<file path="config.mk">
export PLATFORM = sky130hd
export DESIGN_NAME = gpio_port
export DESIGN_NICKNAME = d
export VERILOG_FILES = /design/src/common/gpio_port_pkg.sv /design/src/core/gpio_pin_stage.sv /design/src/core/gpio_port.sv
export SDC_FILE = /design/constraint.sdc
export NUM_CORES = 1
export LEC_CHECK = 0
export BUFFER_PORTS_ARGS = -buffer_cell sky130_fd_sc_hd__buf_2
export CAP_MARGIN = 20
export CORE_MARGIN = 2
export CORE_UTILIZATION = 44
export DETAILED_ROUTE_END_ITERATION = 12
export PLACE_DENSITY = 0.89
export SKIP_LAST_GASP = 1
export SLEW_MARGIN = 25
export SYNTH_ARGS = -nofsm -noshare
export SYNTH_HDL_FRONTEND = slang
export SYNTH_SLANG_ARGS = --single-unit
</file>
<file path="constraint.sdc">
create_clock -name SYS_CLK_I -period 2 [get_ports SYS_CLK_I]
set_input_delay 0.4 -clock SYS_CLK_I [delete_from_list [all_inputs] [get_ports SYS_CLK_I]]
set_output_delay 0.4 -clock SYS_CLK_I [all_outputs]
set_load 0.03 [all_outputs]
</file>
<file path="src/common/gpio_port_pkg.sv">
package gpio_port_pkg;

  // Register indices; the byte address on the bus is four times the index.
  localparam logic [15:0] IDX_DATA_LATCH = 16'hFFDB;
  localparam logic [15:0] IDX_DIRECTION  = 16'hFFEB;
  localparam logic [15:0] IDX_SEG_SELECT = 16'hFF40;

  // Reset values and fixed read values.
  localparam logic [7:0]  DATA_LATCH_RST = 8'h00;
  localparam logic [7:0]  DIRECTION_RST  = 8'h00;
  localparam logic [3:0]  SEG_SELECT_RST = 4'h0;
  localparam logic [7:0]  DIRECTION_READ = 8'hFF;
  localparam logic [31:0] BUS_ZERO       = 32'h0000_0000;

  // Field layout of the segment-select register.
  localparam int SEG_SEL_LSB = 0;
  localparam int SEG_SEL_W   = 4;

  // Operating modes as seen by the port.
  typedef enum logic [2:0] {
    PWR_ACTIVE   = 3'b000,
    PWR_LOW_RUN  = 3'b001,
    PWR_SLEEP    = 3'b010,
    PWR_LOW_HALT = 3'b011,
    PWR_TIME_HLT = 3'b100,
    PWR_STANDBY  = 3'b101
  } power_mode_e;

  // Everything but the power mode that the pin stage needs to decide one pin.
  typedef struct packed {
    logic [7:0] direction;
    logic [7:0] latch;
    logic [7:0] segment;
    logic       gp_mode;
  } pin_ctrl_s;

  // One Wishbone request as seen by the slave.
  typedef struct packed {
    logic        cyc;
    logic        stb;
    logic        we;
    logic [15:0] index;
    logic        lane0;
    logic [7:0]  wdata;
  } wb_req_s;

endpackage : gpio_port_pkg

</file>
<file path="src/core/gpio_pin_stage.sv">
`timescale 1ns/1ps
`default_nettype none
module gpio_pin_stage
  import gpio_port_pkg::*;
#(
  parameter int PINS = 8
)
(
  // Clock, reset and enable
  input  wire  logic        clk_i,
  input  wire  logic        rst_i,
  input  wire  logic        ce_i,
  // Control
  input  wire  power_mode_e mode_i,
  input  wire  pin_ctrl_s   ctrl_i,
  // Pins
  output logic [PINS-1:0]   pin_o,
  output logic [PINS-1:0]   pin_oe_o
);

  logic [PINS-1:0] pin_reg;
  logic [PINS-1:0] pin_next;
  logic [PINS-1:0] oe_reg;
  logic [PINS-1:0] oe_next;

  ////////////////////////////////////////////////////////////////////////////

  genvar n;
  generate
    for (n = 0; n < PINS; n++)
    begin : g_pin
      always_comb
      begin
        pin_next[n] = pin_reg[n];
        oe_next[n]  = oe_reg[n];
        case (mode_i)
          PWR_ACTIVE, PWR_LOW_RUN:
          begin
            if (ctrl_i.gp_mode)
            begin
              pin_next[n] = ctrl_i.latch[n];
              oe_next[n]  = ctrl_i.direction[n];
            end
            else
            begin
              pin_next[n] = ctrl_i.segment[n];
              oe_next[n]  = 1'b1;
            end
          end
          PWR_STANDBY:
          begin
            oe_next[n] = 1'b0;
          end
          default:
          begin
            // Sleep and both halt modes keep the last drive untouched.
            pin_next[n] = pin_reg[n];
            oe_next[n]  = oe_reg[n];
          end
        endcase
      end
    end
  endgenerate

  always_ff @(posedge clk_i or posedge rst_i)
  begin
    if (rst_i)
    begin
      pin_reg <= '0;
      oe_reg  <= '0;
    end
    else if (ce_i)
    begin
      pin_reg <= pin_next;
      oe_reg  <= oe_next;
    end
  end

  assign pin_o    = pin_reg;
  assign pin_oe_o = oe_reg;

endmodule : gpio_pin_stage
`default_nettype wire

</file>
<file path="src/core/gpio_port.sv">
// Functional notes
// - An 8-bit data latch holds one value per port pin.
// - Reading a bit whose direction is output returns the latched value.
// - Reading a bit whose direction is input returns the sampled pin level.
// - Reset clears the data latch to zero.
// - Direction bit 1 makes the pin an output, 0 an input.
// - Direction register is write-only and always reads back all ones.
// - Reset clears the direction register, so every pin starts as input.
// - Direction and data only act while segment select grants port use.
// - Select 000x gives port pins; any other value drives segment outputs.
// - Pins float in reset and standby, hold in sleep and halts.
//
// Added by the designer: the Wishbone interface to the registers.
`timescale 1ns/1ps
`default_nettype none
module gpio_port
  import gpio_port_pkg::*;
#(
  parameter int PINS  = 8,
  parameter int ADR_W = 18
)
(
  // Clock, reset and enable
  input  wire  logic              SYS_CLK_I,
  input  wire  logic              RST_I,
  input  wire  logic              CE_I,
  // Wishbone slave
  input  wire  logic              CYC_I,
  input  wire  logic              STB_I,
  input  wire  logic              WE_I,
  input  wire  logic [ADR_W-1:0]  ADR_I,
  input  wire  logic [3:0]        SEL_I,
  input  wire  logic [31:0]       DAT_I,
  output logic       [31:0]       DAT_O,
  output logic                    ACK_O,
  // System and display controller
  input  wire  power_mode_e       POWER_MODE_I,
  input  wire  logic [PINS-1:0]   LCD_SEGMENT_DRIVE_I,
  // Port pins
  input  wire  logic [PINS-1:0]   GP_PIN_I,
  output logic       [PINS-1:0]   GP_PIN_O,
  output logic       [PINS-1:0]   GP_PIN_OE_O
);

  wb_req_s          req;
  logic             hit_latch;
  logic             hit_dir;
  logic             hit_sel;
  logic             take;
  logic             commit;
  logic [31:0]      rdata;
  logic             ack_reg;
  logic             ack_next;
  logic [31:0]      dat_reg;
  logic [31:0]      dat_next;
  logic [PINS-1:0]  port_pin_data_latch_reg;
  logic [PINS-1:0]  port_pin_data_latch_next;
  logic [PINS-1:0]  port_pin_direction_reg;
  logic [PINS-1:0]  port_pin_direction_next;
  logic [3:0]       segment_select_field_reg;
  logic [3:0]       segment_select_field_next;
  pin_ctrl_s        pin_ctrl;

  ////////////////////////////////////////////////////////////////////////////
  // Bus decode.

  assign req.cyc   = CYC_I;
  assign req.stb   = STB_I;
  assign req.we    = WE_I;
  assign req.index = ADR_I[ADR_W-1:2];
  assign req.lane0 = SEL_I[0];
  assign req.wdata = DAT_I[7:0];

  always_comb
  begin
    hit_latch = 1'b0;
    hit_dir   = 1'b0;
    hit_sel   = 1'b0;
    if (req.index == IDX_DATA_LATCH)
    begin
      hit_latch = 1'b1;
    end
    else if (req.index == IDX_DIRECTION)
    begin
      hit_dir = 1'b1;
    end
    else if (req.index == IDX_SEG_SELECT)
    begin
      hit_sel = 1'b1;
    end
  end

  // A request is answered one cycle after it appears; the write lands on the
  // edge where the master sees the acknowledge, so it happens exactly once.
  assign take   = req.cyc && req.stb && !ack_reg;
  assign commit = req.cyc && req.stb && ack_reg && req.we && req.lane0;

  ////////////////////////////////////////////////////////////////////////////
  // Read data. Unmapped addresses are acknowledged and read as zero.

  always_comb
  begin
    rdata = BUS_ZERO;
    if (hit_latch)
    begin
      rdata[PINS-1:0] = (port_pin_direction_reg & port_pin_data_latch_reg)
                      | (~port_pin_direction_reg & GP_PIN_I);
    end
    else if (hit_dir)
    begin
      rdata[7:0] = DIRECTION_READ;
    end
    else if (hit_sel)
    begin
      rdata[SEG_SEL_LSB +: SEG_SEL_W] = segment_select_field_reg;
    end
  end

  always_comb
  begin
    ack_next = take;
    dat_next = dat_reg;
    if (take && !req.we)
    begin
      dat_next = rdata;
    end
  end

  always_ff @(posedge SYS_CLK_I or posedge RST_I)
  begin
    if (RST_I)
    begin
      ack_reg <= 1'b0;
      dat_reg <= BUS_ZERO;
    end
    else if (CE_I)
    begin
      ack_reg <= ack_next;
      dat_reg <= dat_next;
    end
  end

  ////////////////////////////////////////////////////////////////////////////
  // Registers.

  always_comb
  begin
    port_pin_data_latch_next  = port_pin_data_latch_reg;
    port_pin_direction_next   = port_pin_direction_reg;
    segment_select_field_next = segment_select_field_reg;
    if (commit && hit_latch)
    begin
      port_pin_data_latch_next = req.wdata;
    end
    else if (commit && hit_dir)
    begin
      port_pin_direction_next = req.wdata;
    end
    else if (commit && hit_sel)
    begin
      segment_select_field_next = req.wdata[SEG_SEL_LSB +: SEG_SEL_W];
    end
  end

  always_ff @(posedge SYS_CLK_I or posedge RST_I)
  begin
    if (RST_I)
    begin
      port_pin_data_latch_reg  <= DATA_LATCH_RST;
      port_pin_direction_reg   <= DIRECTION_RST;
      segment_select_field_reg <= SEG_SELECT_RST;
    end
    else if (CE_I)
    begin
      port_pin_data_latch_reg  <= port_pin_data_latch_next;
      port_pin_direction_reg   <= port_pin_direction_next;
      segment_select_field_reg <= segment_select_field_next;
    end
  end

  ////////////////////////////////////////////////////////////////////////////
  // Pin drive. The stage adds one cycle so every pin output is a flip-flop.

  assign pin_ctrl.direction = port_pin_direction_reg;
  assign pin_ctrl.latch     = port_pin_data_latch_reg;
  assign pin_ctrl.segment   = LCD_SEGMENT_DRIVE_I;
  assign pin_ctrl.gp_mode   = (segment_select_field_reg[3:1] == 3'b000);

  gpio_pin_stage #(
    .PINS     (PINS)
  ) u_pin_stage (
    .clk_i    (SYS_CLK_I),
    .rst_i    (RST_I),
    .ce_i     (CE_I),
    .mode_i   (POWER_MODE_I),
    .ctrl_i   (pin_ctrl),
    .pin_o    (GP_PIN_O),
    .pin_oe_o (GP_PIN_OE_O)
  );

  assign ACK_O = ack_reg;
  assign DAT_O = dat_reg;

  logic functional;
  assign functional = (POWER_MODE_I == PWR_ACTIVE) || (POWER_MODE_I == PWR_LOW_RUN);
endmodule : gpio_port
`default_nettype wire

</file>
==> key figures, run 1 <==
Global route
  – Total track usage: roughly 18%
  – Vias in the first global route: roughly 1800
  – Total global routing overflow: 0
  – Pin count of the biggest net entering global routing: 25
  – First-pass GRT wire length: 8290 µm
  – Initial antenna violation count: 0

Cells and area
  – Final core utilization: 55.9%
  – Fin nets: between 300 and 400
  – Commonest cells after routing, fill and taps aside: buf_2 (74), dfrtp_1 (45), nand2_1 (32), conb_1 (24)
  – Commonest non-fill, non-tap cell in the layout: buf_2
  – # diodes: 0
  – Final std cells w/o fill: ~380
  – Fin area: about 0.0028 mm²
  – Layout Area Growth over Synthesis: 23.9%
  – Layout cell share with drive strength beyond 1: about two fifths

STA
  – Tmin final: between 1500 and 2000 ps
  – Final setup viols: 0
  – Skew final: 7.62 ps
  – Fin Hold WS: between 300 and 400 ps
  – Final Worst Setup Slack: 232 ps
  – Slew headroom: 64.6%
  – Hold Fails Final Rpt: 0
  – RSZ-0062 raised after global routing: false
  – Post-Route Setup TNS: 0 ps
  – F_max: around 570 MHz
  – Worst-margin pin slew: between 500 and 600 ps
  – Part of the cycle the worst path needs: roughly 88%
  – Max-slew violation count: 0

Die
  – Die area: about 0.0058 mm²
  – Die W: about 76 µm
  – DIE HEIGHT: roughly 76 µm
  – FP Rows: 26
  – Core area: between 0.005 and 0.006 mm²
  – # IOs: between 100 and 150
  – Initial Util: 45.1%

Synth
  – Distinct cells, synth: 37
  – Cell area after technology mapping: ~0.0023 mm²
  – Post-synthesis cell count: 214
  – Leading post-synthesis cells by cell area: dfrtp_1 (49%), buf_4 (7.9%), mux2_2 (7.9%)
  – Top cell type's share of synthesized area: between 40% and 50%
  – Synth warn: 0
  – Post-synthesis sequential area ratio: 49.2%
  – Post-synth top area cell: dfrtp_1
  – Mean Syn Cell Area: 10.7 µm²
  – #FFs+latches synth: between 40 and 50

Pwr
  – Pwr dens: a little under 700 mW/mm²
  – Power Internal: around 1.4 mW
  – Leak Pwr: ~1.5 nW
  – NetSw: 0.592 mW
  – Switching part of the total: between 30% and 40%
  – Total power draw: between 1.5 and 2 mW
  – Comb power frac: 22.3%
  – Clock share of power: a little over a quarter
  – Seq pwr share: 51.4%
  – Max rail drop VDD: 397 µV

Clocking
  – Clk Latency, worst-skew pair: between 200 and 300 ps
  – Clock-pin slew on the worst setup and hold paths: roughly 80 ps
  – CTS tree: built
  – # clock sinks: 45
  – Max clock buf depth: 2
  – CTS buffer count: 5
  – Root Driver: clkbuf_8
  – Postcts setup bufs: 0
  – Post-CTS Resized: 0
  – # hold bufs at CTS: 1
  – Htree depth: 2

Detailed routing
  – DR vias: between 1500 and 2000
  – DR pass1 iterations: 4
  – WL/cell: ~13 µm
  – Post-DR vias/cell: a little under 5
  – Total wire length: between 4000 and 5000 µm
  – Initial DRC Count: 38
  – ANT nets after route: 0
  – DRC: 0

Placement
  – DP Worst Slack: -64.3 ps
  – HPWL Detailed: 3950 µm
  – Number of port buffers: 74
  – Placed Cells: approximately 370
  – Cell area after placement: 0.00275 mm²
  – Global placement routability congestion: 0.831

Critical path
  – Crit path from: ADR_I[4]
  – R2R Path Start: ACK_O
  – Reg-to-Reg End: port_pin_direction_reg[2]
  – CP Capture Type: flip-flop
  – CP endpoint: port_pin_direction_reg[2]
  – Crit path launch type: input pin
  – Flop2flop setup slack: roughly 310 ps
  – Crit-path max FO: 8
  – WP data arrival: about 1900 ps
  – FF-to-FF path depth: 4
  – Required time of the critical path: roughly 2200 ps
  – Setup CP Type: input pin to flip-flop

Flow run
  – Max-cap viol count: 0

Hold path
  – Worst hold-check path type: input pin to flip-flop
  – Hold path start: DAT_I[4]

Run status
  – Outcome: completed
==> layout make-up <==
cell class / instances / area, µm²
Clock buffer: 8 / 80.1
Tap cell: 70 / 87.6
Multi-Input combinational cell: 159 / 1030
Fill cell: 465 / 2240
Sequential cell: 45 / 1130
Inverter: 3 / 11.3
Timing Repair Buffer: 91 / 500
==> how the worst min path moves through the flow <==
stage	slack, ps	cells past startpoint	end
2_1_floorplan	480	1	segment_select_field_reg[0]
3_3_place_gp	280	2	u_pin_stage.pin_oe_o[1]
3_5_place_dp	270	2	u_pin_stage.pin_oe_o[3]
4_1_cts	360	2	port_pin_direction_reg[4]
5_1_grt	360	2	port_pin_direction_reg[4]
6_report	360	2	port_pin_direction_reg[4]
==> power groups by stage <==
stage | Sequential [mW] | Combinational [mW] | Clock, mW
after floorplan | 1.14 | 0.192 | 0
after global placement | 1.02 | 0.431 | 0
after detailed placement | 1.02 | 0.437 | 0
after CTS | 1.00 | 0.439 | 0.525
after global routing | 1.02 | 0.470 | 0.554
final | 1.00 | 0.436 | 0.513
==> Yosys cell counts <==
master	instances
dfrtp_1	45
nand2_1	32
buf_4	24
mux2_2	16
nor2_1	13
a31oi_1	8
mux2_4	8
nand3_1	8
o21ai_0	8
o22a_1	7
mux2i_1	5
clkbuf_1	4
nand4_1	4
a21oi_1	3
inv_1	3
nor3_1	2
nor4_1	2
or3_1	2
or4_2	2
and4_1	1
buf_2	1
buf_6	1
conb_1	1
nand2b_1	1
nand2b_4	1
nand3_2	1
nand3b_1	1
nand4_2	1
nand4b_1	1
nand4bb_1	1
nor3_2	1
nor3b_1	1
o211ai_1	1
o21ai_1	1
o22ai_1	1
o311a_1	1
or4_1	1
==> worst max-delay path: stages <==
cell      delay [ps]
buf_2            100
nand2b_4         130
or3_1            380
or4_1            410
buf_4            210
mux2_4           300
==> layer usage <==
layer	vias up	global-route usage (%)	routed length, µm
met5	-	0	0
met4	0	5.45	51
met3	4	2.61	267
met2	73	31.3	2430
met1	853	21.9	2080
li1	895	-	-
==> cells by family (layout without fill, tap and decap cells) <==
family / Yosys count / after routing / share of synthesized area [%]
DFF: 45 / 45 / 49.2
other: 1 / 24 / 0.164
buffers and inverters: 33 / 102 / 9.73
and+or+nand+nor: 76 / 76 / 17.1
AOI/OAI and AO/OA: 30 / 30 / 8.53
muxes: 29 / 29 / 15.3
(Power assumes the default switching activity.)
==> run 2, diff against run 1 <==
--- a/config.mk
+++ b/config.mk
@@ -10,7 +10,7 @@
 export CORE_MARGIN = 2
 export CORE_UTILIZATION = 44
 export DETAILED_ROUTE_END_ITERATION = 12
-export PLACE_DENSITY = 0.89
+export PLACE_DENSITY_LB_ADDON = 0.08
 export SKIP_LAST_GASP = 1
 export SLEW_MARGIN = 25
 export SYNTH_ARGS = -nofsm -noshare
==> key figures, run 2 (synthesis gave the netlist of run 1 again) <==
Placement
  – Number of port buffers: 74
  – HPWL Detailed: roughly 3800 µm
  – Placed Cells: about 370
  – Cell area after placement: 0.00275 mm²
  – Global placement routability congestion: around 0.81
  – DP Worst Slack: -63.0 ps

Clocking
  – Root Driver: clkbuf_8
  – CTS tree: built
  – Post-CTS Resized: 0
  – Clk Latency, worst-skew pair: around 290 ps
  – Htree depth: 2
  – Clock-pin slew on the worst setup and hold paths: around 80 ps
  – CTS buffer count: 5
  – Postcts setup bufs: 0
  – Max clock buf depth: 2
  – # hold bufs at CTS: 0
  – # clock sinks: 45

Critical path
  – FF-to-FF path depth: 4
  – CP Capture Type: flip-flop
  – Flop2flop setup slack: roughly 340 ps
  – Reg-to-Reg End: port_pin_direction_reg[0]
  – Crit-path max FO: 8
  – Crit path launch type: input pin
  – Max stage delay on crit path: around 400 ps
  – Setup CP Type: input pin to flip-flop
  – Cell Chain, Critical Path: buf_2 > nand2b_4 > or3_1 > or4_1 > buf_4 > mux2_4
  – R2R Path Start: ACK_O
  – CP max-delay cell: or4_1
  – Required time of the critical path: 2180 ps
  – WP data arrival: between 1500 and 2000 ps

Die
  – Die area: 0.00579 mm²
  – Die W: 76.1 µm
  – DIE HEIGHT: about 76 µm
  – Core area: about 0.0051 mm²
  – Initial Util: about 45%
  – # IOs: approximately 130
  – FP Rows: 26

Detailed routing
  – Total wire length: roughly 4800 µm
  – DR vias: about 1800
  – DR pass1 iterations: 4
  – WL/cell: ~13 µm
  – Initial DRC Count: 67
  – DRC: 0
  – Post-DR vias/cell: about 4.8
  – ANT nets after route: 0

Cells and area
  – Commonest cells after routing, fill and taps aside: buf_2 (74), dfrtp_1 (45), nand2_1 (32), conb_1 (24)
  – Commonest non-fill, non-tap cell in the layout: buf_2
  – Layout fillers: roughly 500
  – Final std cells w/o fill: 373
  – Layout cell share with drive strength beyond 1: 42.2%
  – Fin nets: 383
  – # diodes: 0
  – Fin area: ~0.0028 mm²
  – Layout Area Growth over Synthesis: 23.2%

Pwr
  – Seq pwr share: roughly 51%
  – Clock share of power: about a quarter
  – Power Internal: between 1 and 1.5 mW
  – Pwr dens: a little under 700 mW/mm²
  – Leak Pwr: approximately 1.5 nW
  – NetSw: about 0.6 mW
  – Switching part of the total: a little under a third
  – Max rail drop VDD: approximately 420 µV
  – Comb power frac: roughly 22%

Global route
  – First-pass GRT wire length: 8040 µm
  – Vias in the first global route: 1721
  – Pin count of the biggest net entering global routing: 27
  – Initial antenna violation count: 0
  – Total track usage: ~17%
  – Total global routing overflow: 0

STA
  – F_max: around 570 MHz
  – Slew headroom: 64.3%
  – Final setup viols: 0
  – Worst-margin pin slew: 534 ps
  – Tmin final: roughly 1800 ps
  – Part of the cycle the worst path needs: 87.9%
  – Max-slew violation count: 0
  – Hold Fails Final Rpt: 0
  – Skew final: between 4 and 5 ps
  – Final Worst Setup Slack: roughly 240 ps
  – RSZ-0062 raised after global routing: false

Flow run
  – Max-cap viol count: 0

Run status
  – Outcome: completed

Hold path
  – Worst hold-check path type: input pin to async pin
## run 2: cell count changes in the layout (fill, tap and decap cells not counted)
cell | previous run | this run
clkinv_2 | 0 | 1
clkinv_1 | 1 | 0
inv_2 | 0 | 1
clkbuf_1 | 3 | 0
dlygate4sd3_1 | 1 | 0
## run 2: worst max-delay path: cells and delay by family
kind,cells,cell delay [ps]
mux,1,300
buf+inv,2,310
simple gates,3,920
## run 2: area by class of cell
class / instances / area [µm²] / area share, %
Sequential cell: 45 / 1130 / 39.9
Multi-Input combinational cell: 159 / 1030 / 36.6
Timing Repair Buffer: 90 / 490 / 17.4
Tap cell: 70 / 87.6 / 3.11
Clock buffer: 5 / 68.8 / 2.44
Inverter: 3 / 11.3 / 0.399
Clock inverter: 1 / 5.00 / 0.177
## run 2: metrics by stage
stage / TNS [ps] / util, % / hold slack, ps / total power [mW]
2_1_floorplan: 0 / - / 480 / 1.33
6_report: 0 / 55.6 / 144 / 1.95
4_1_cts: 0 / 55.6 / 165 / 1.97
3_3_place_gp: -605 / 54.1 / 444 / 1.45
5_1_grt: 0 / 55.6 / 183 / 2.05
3_5_place_dp: -492 / 54.1 / 451 / 1.46
## run 2: how the worst max path moves through the flow
stage / start / end / slack [ps] / cells after the start
6_report: ADR_I[4] / port_pin_direction_reg[0] / 240 / 6
5_1_grt: ADR_I[4] / port_pin_direction_reg[0] / 210 / 6
3_3_place_gp: ADR_I[4] / port_pin_direction_reg[3] / -80 / 6
2_1_floorplan: ADR_I[4] / port_pin_direction_reg[0] / 120 / 5
3_5_place_dp: ADR_I[4] / port_pin_direction_reg[7] / -60 / 6
4_1_cts: ADR_I[4] / port_pin_direction_reg[7] / 250 / 6
## run 2: routing by layer
metal / GRT usage, % / vias to the layer above / part of all wire, %
li1: - / 890 / -
met1: 24.0 / 832 / 49
met2: 27.2 / 67 / 44
met3: 3.91 / 4 / 6.3
met4: 3.82 / 0 / 0.71
met5: 0 / - / 0
## run 2: power by group through the flow
| stage | Sequential [mW] | Combinational (mW) | Clock, mW |
|---|---|---|---|
| floorplan | 1.14 | 0.192 | 0 |
| global placement | 1.02 | 0.433 | 0 |
| detailed placement | 1.02 | 0.435 | 0 |
| CTS | 1.00 | 0.437 | 0.535 |
| global route | 1.01 | 0.465 | 0.573 |
| finish | 1.00 | 0.432 | 0.517 |
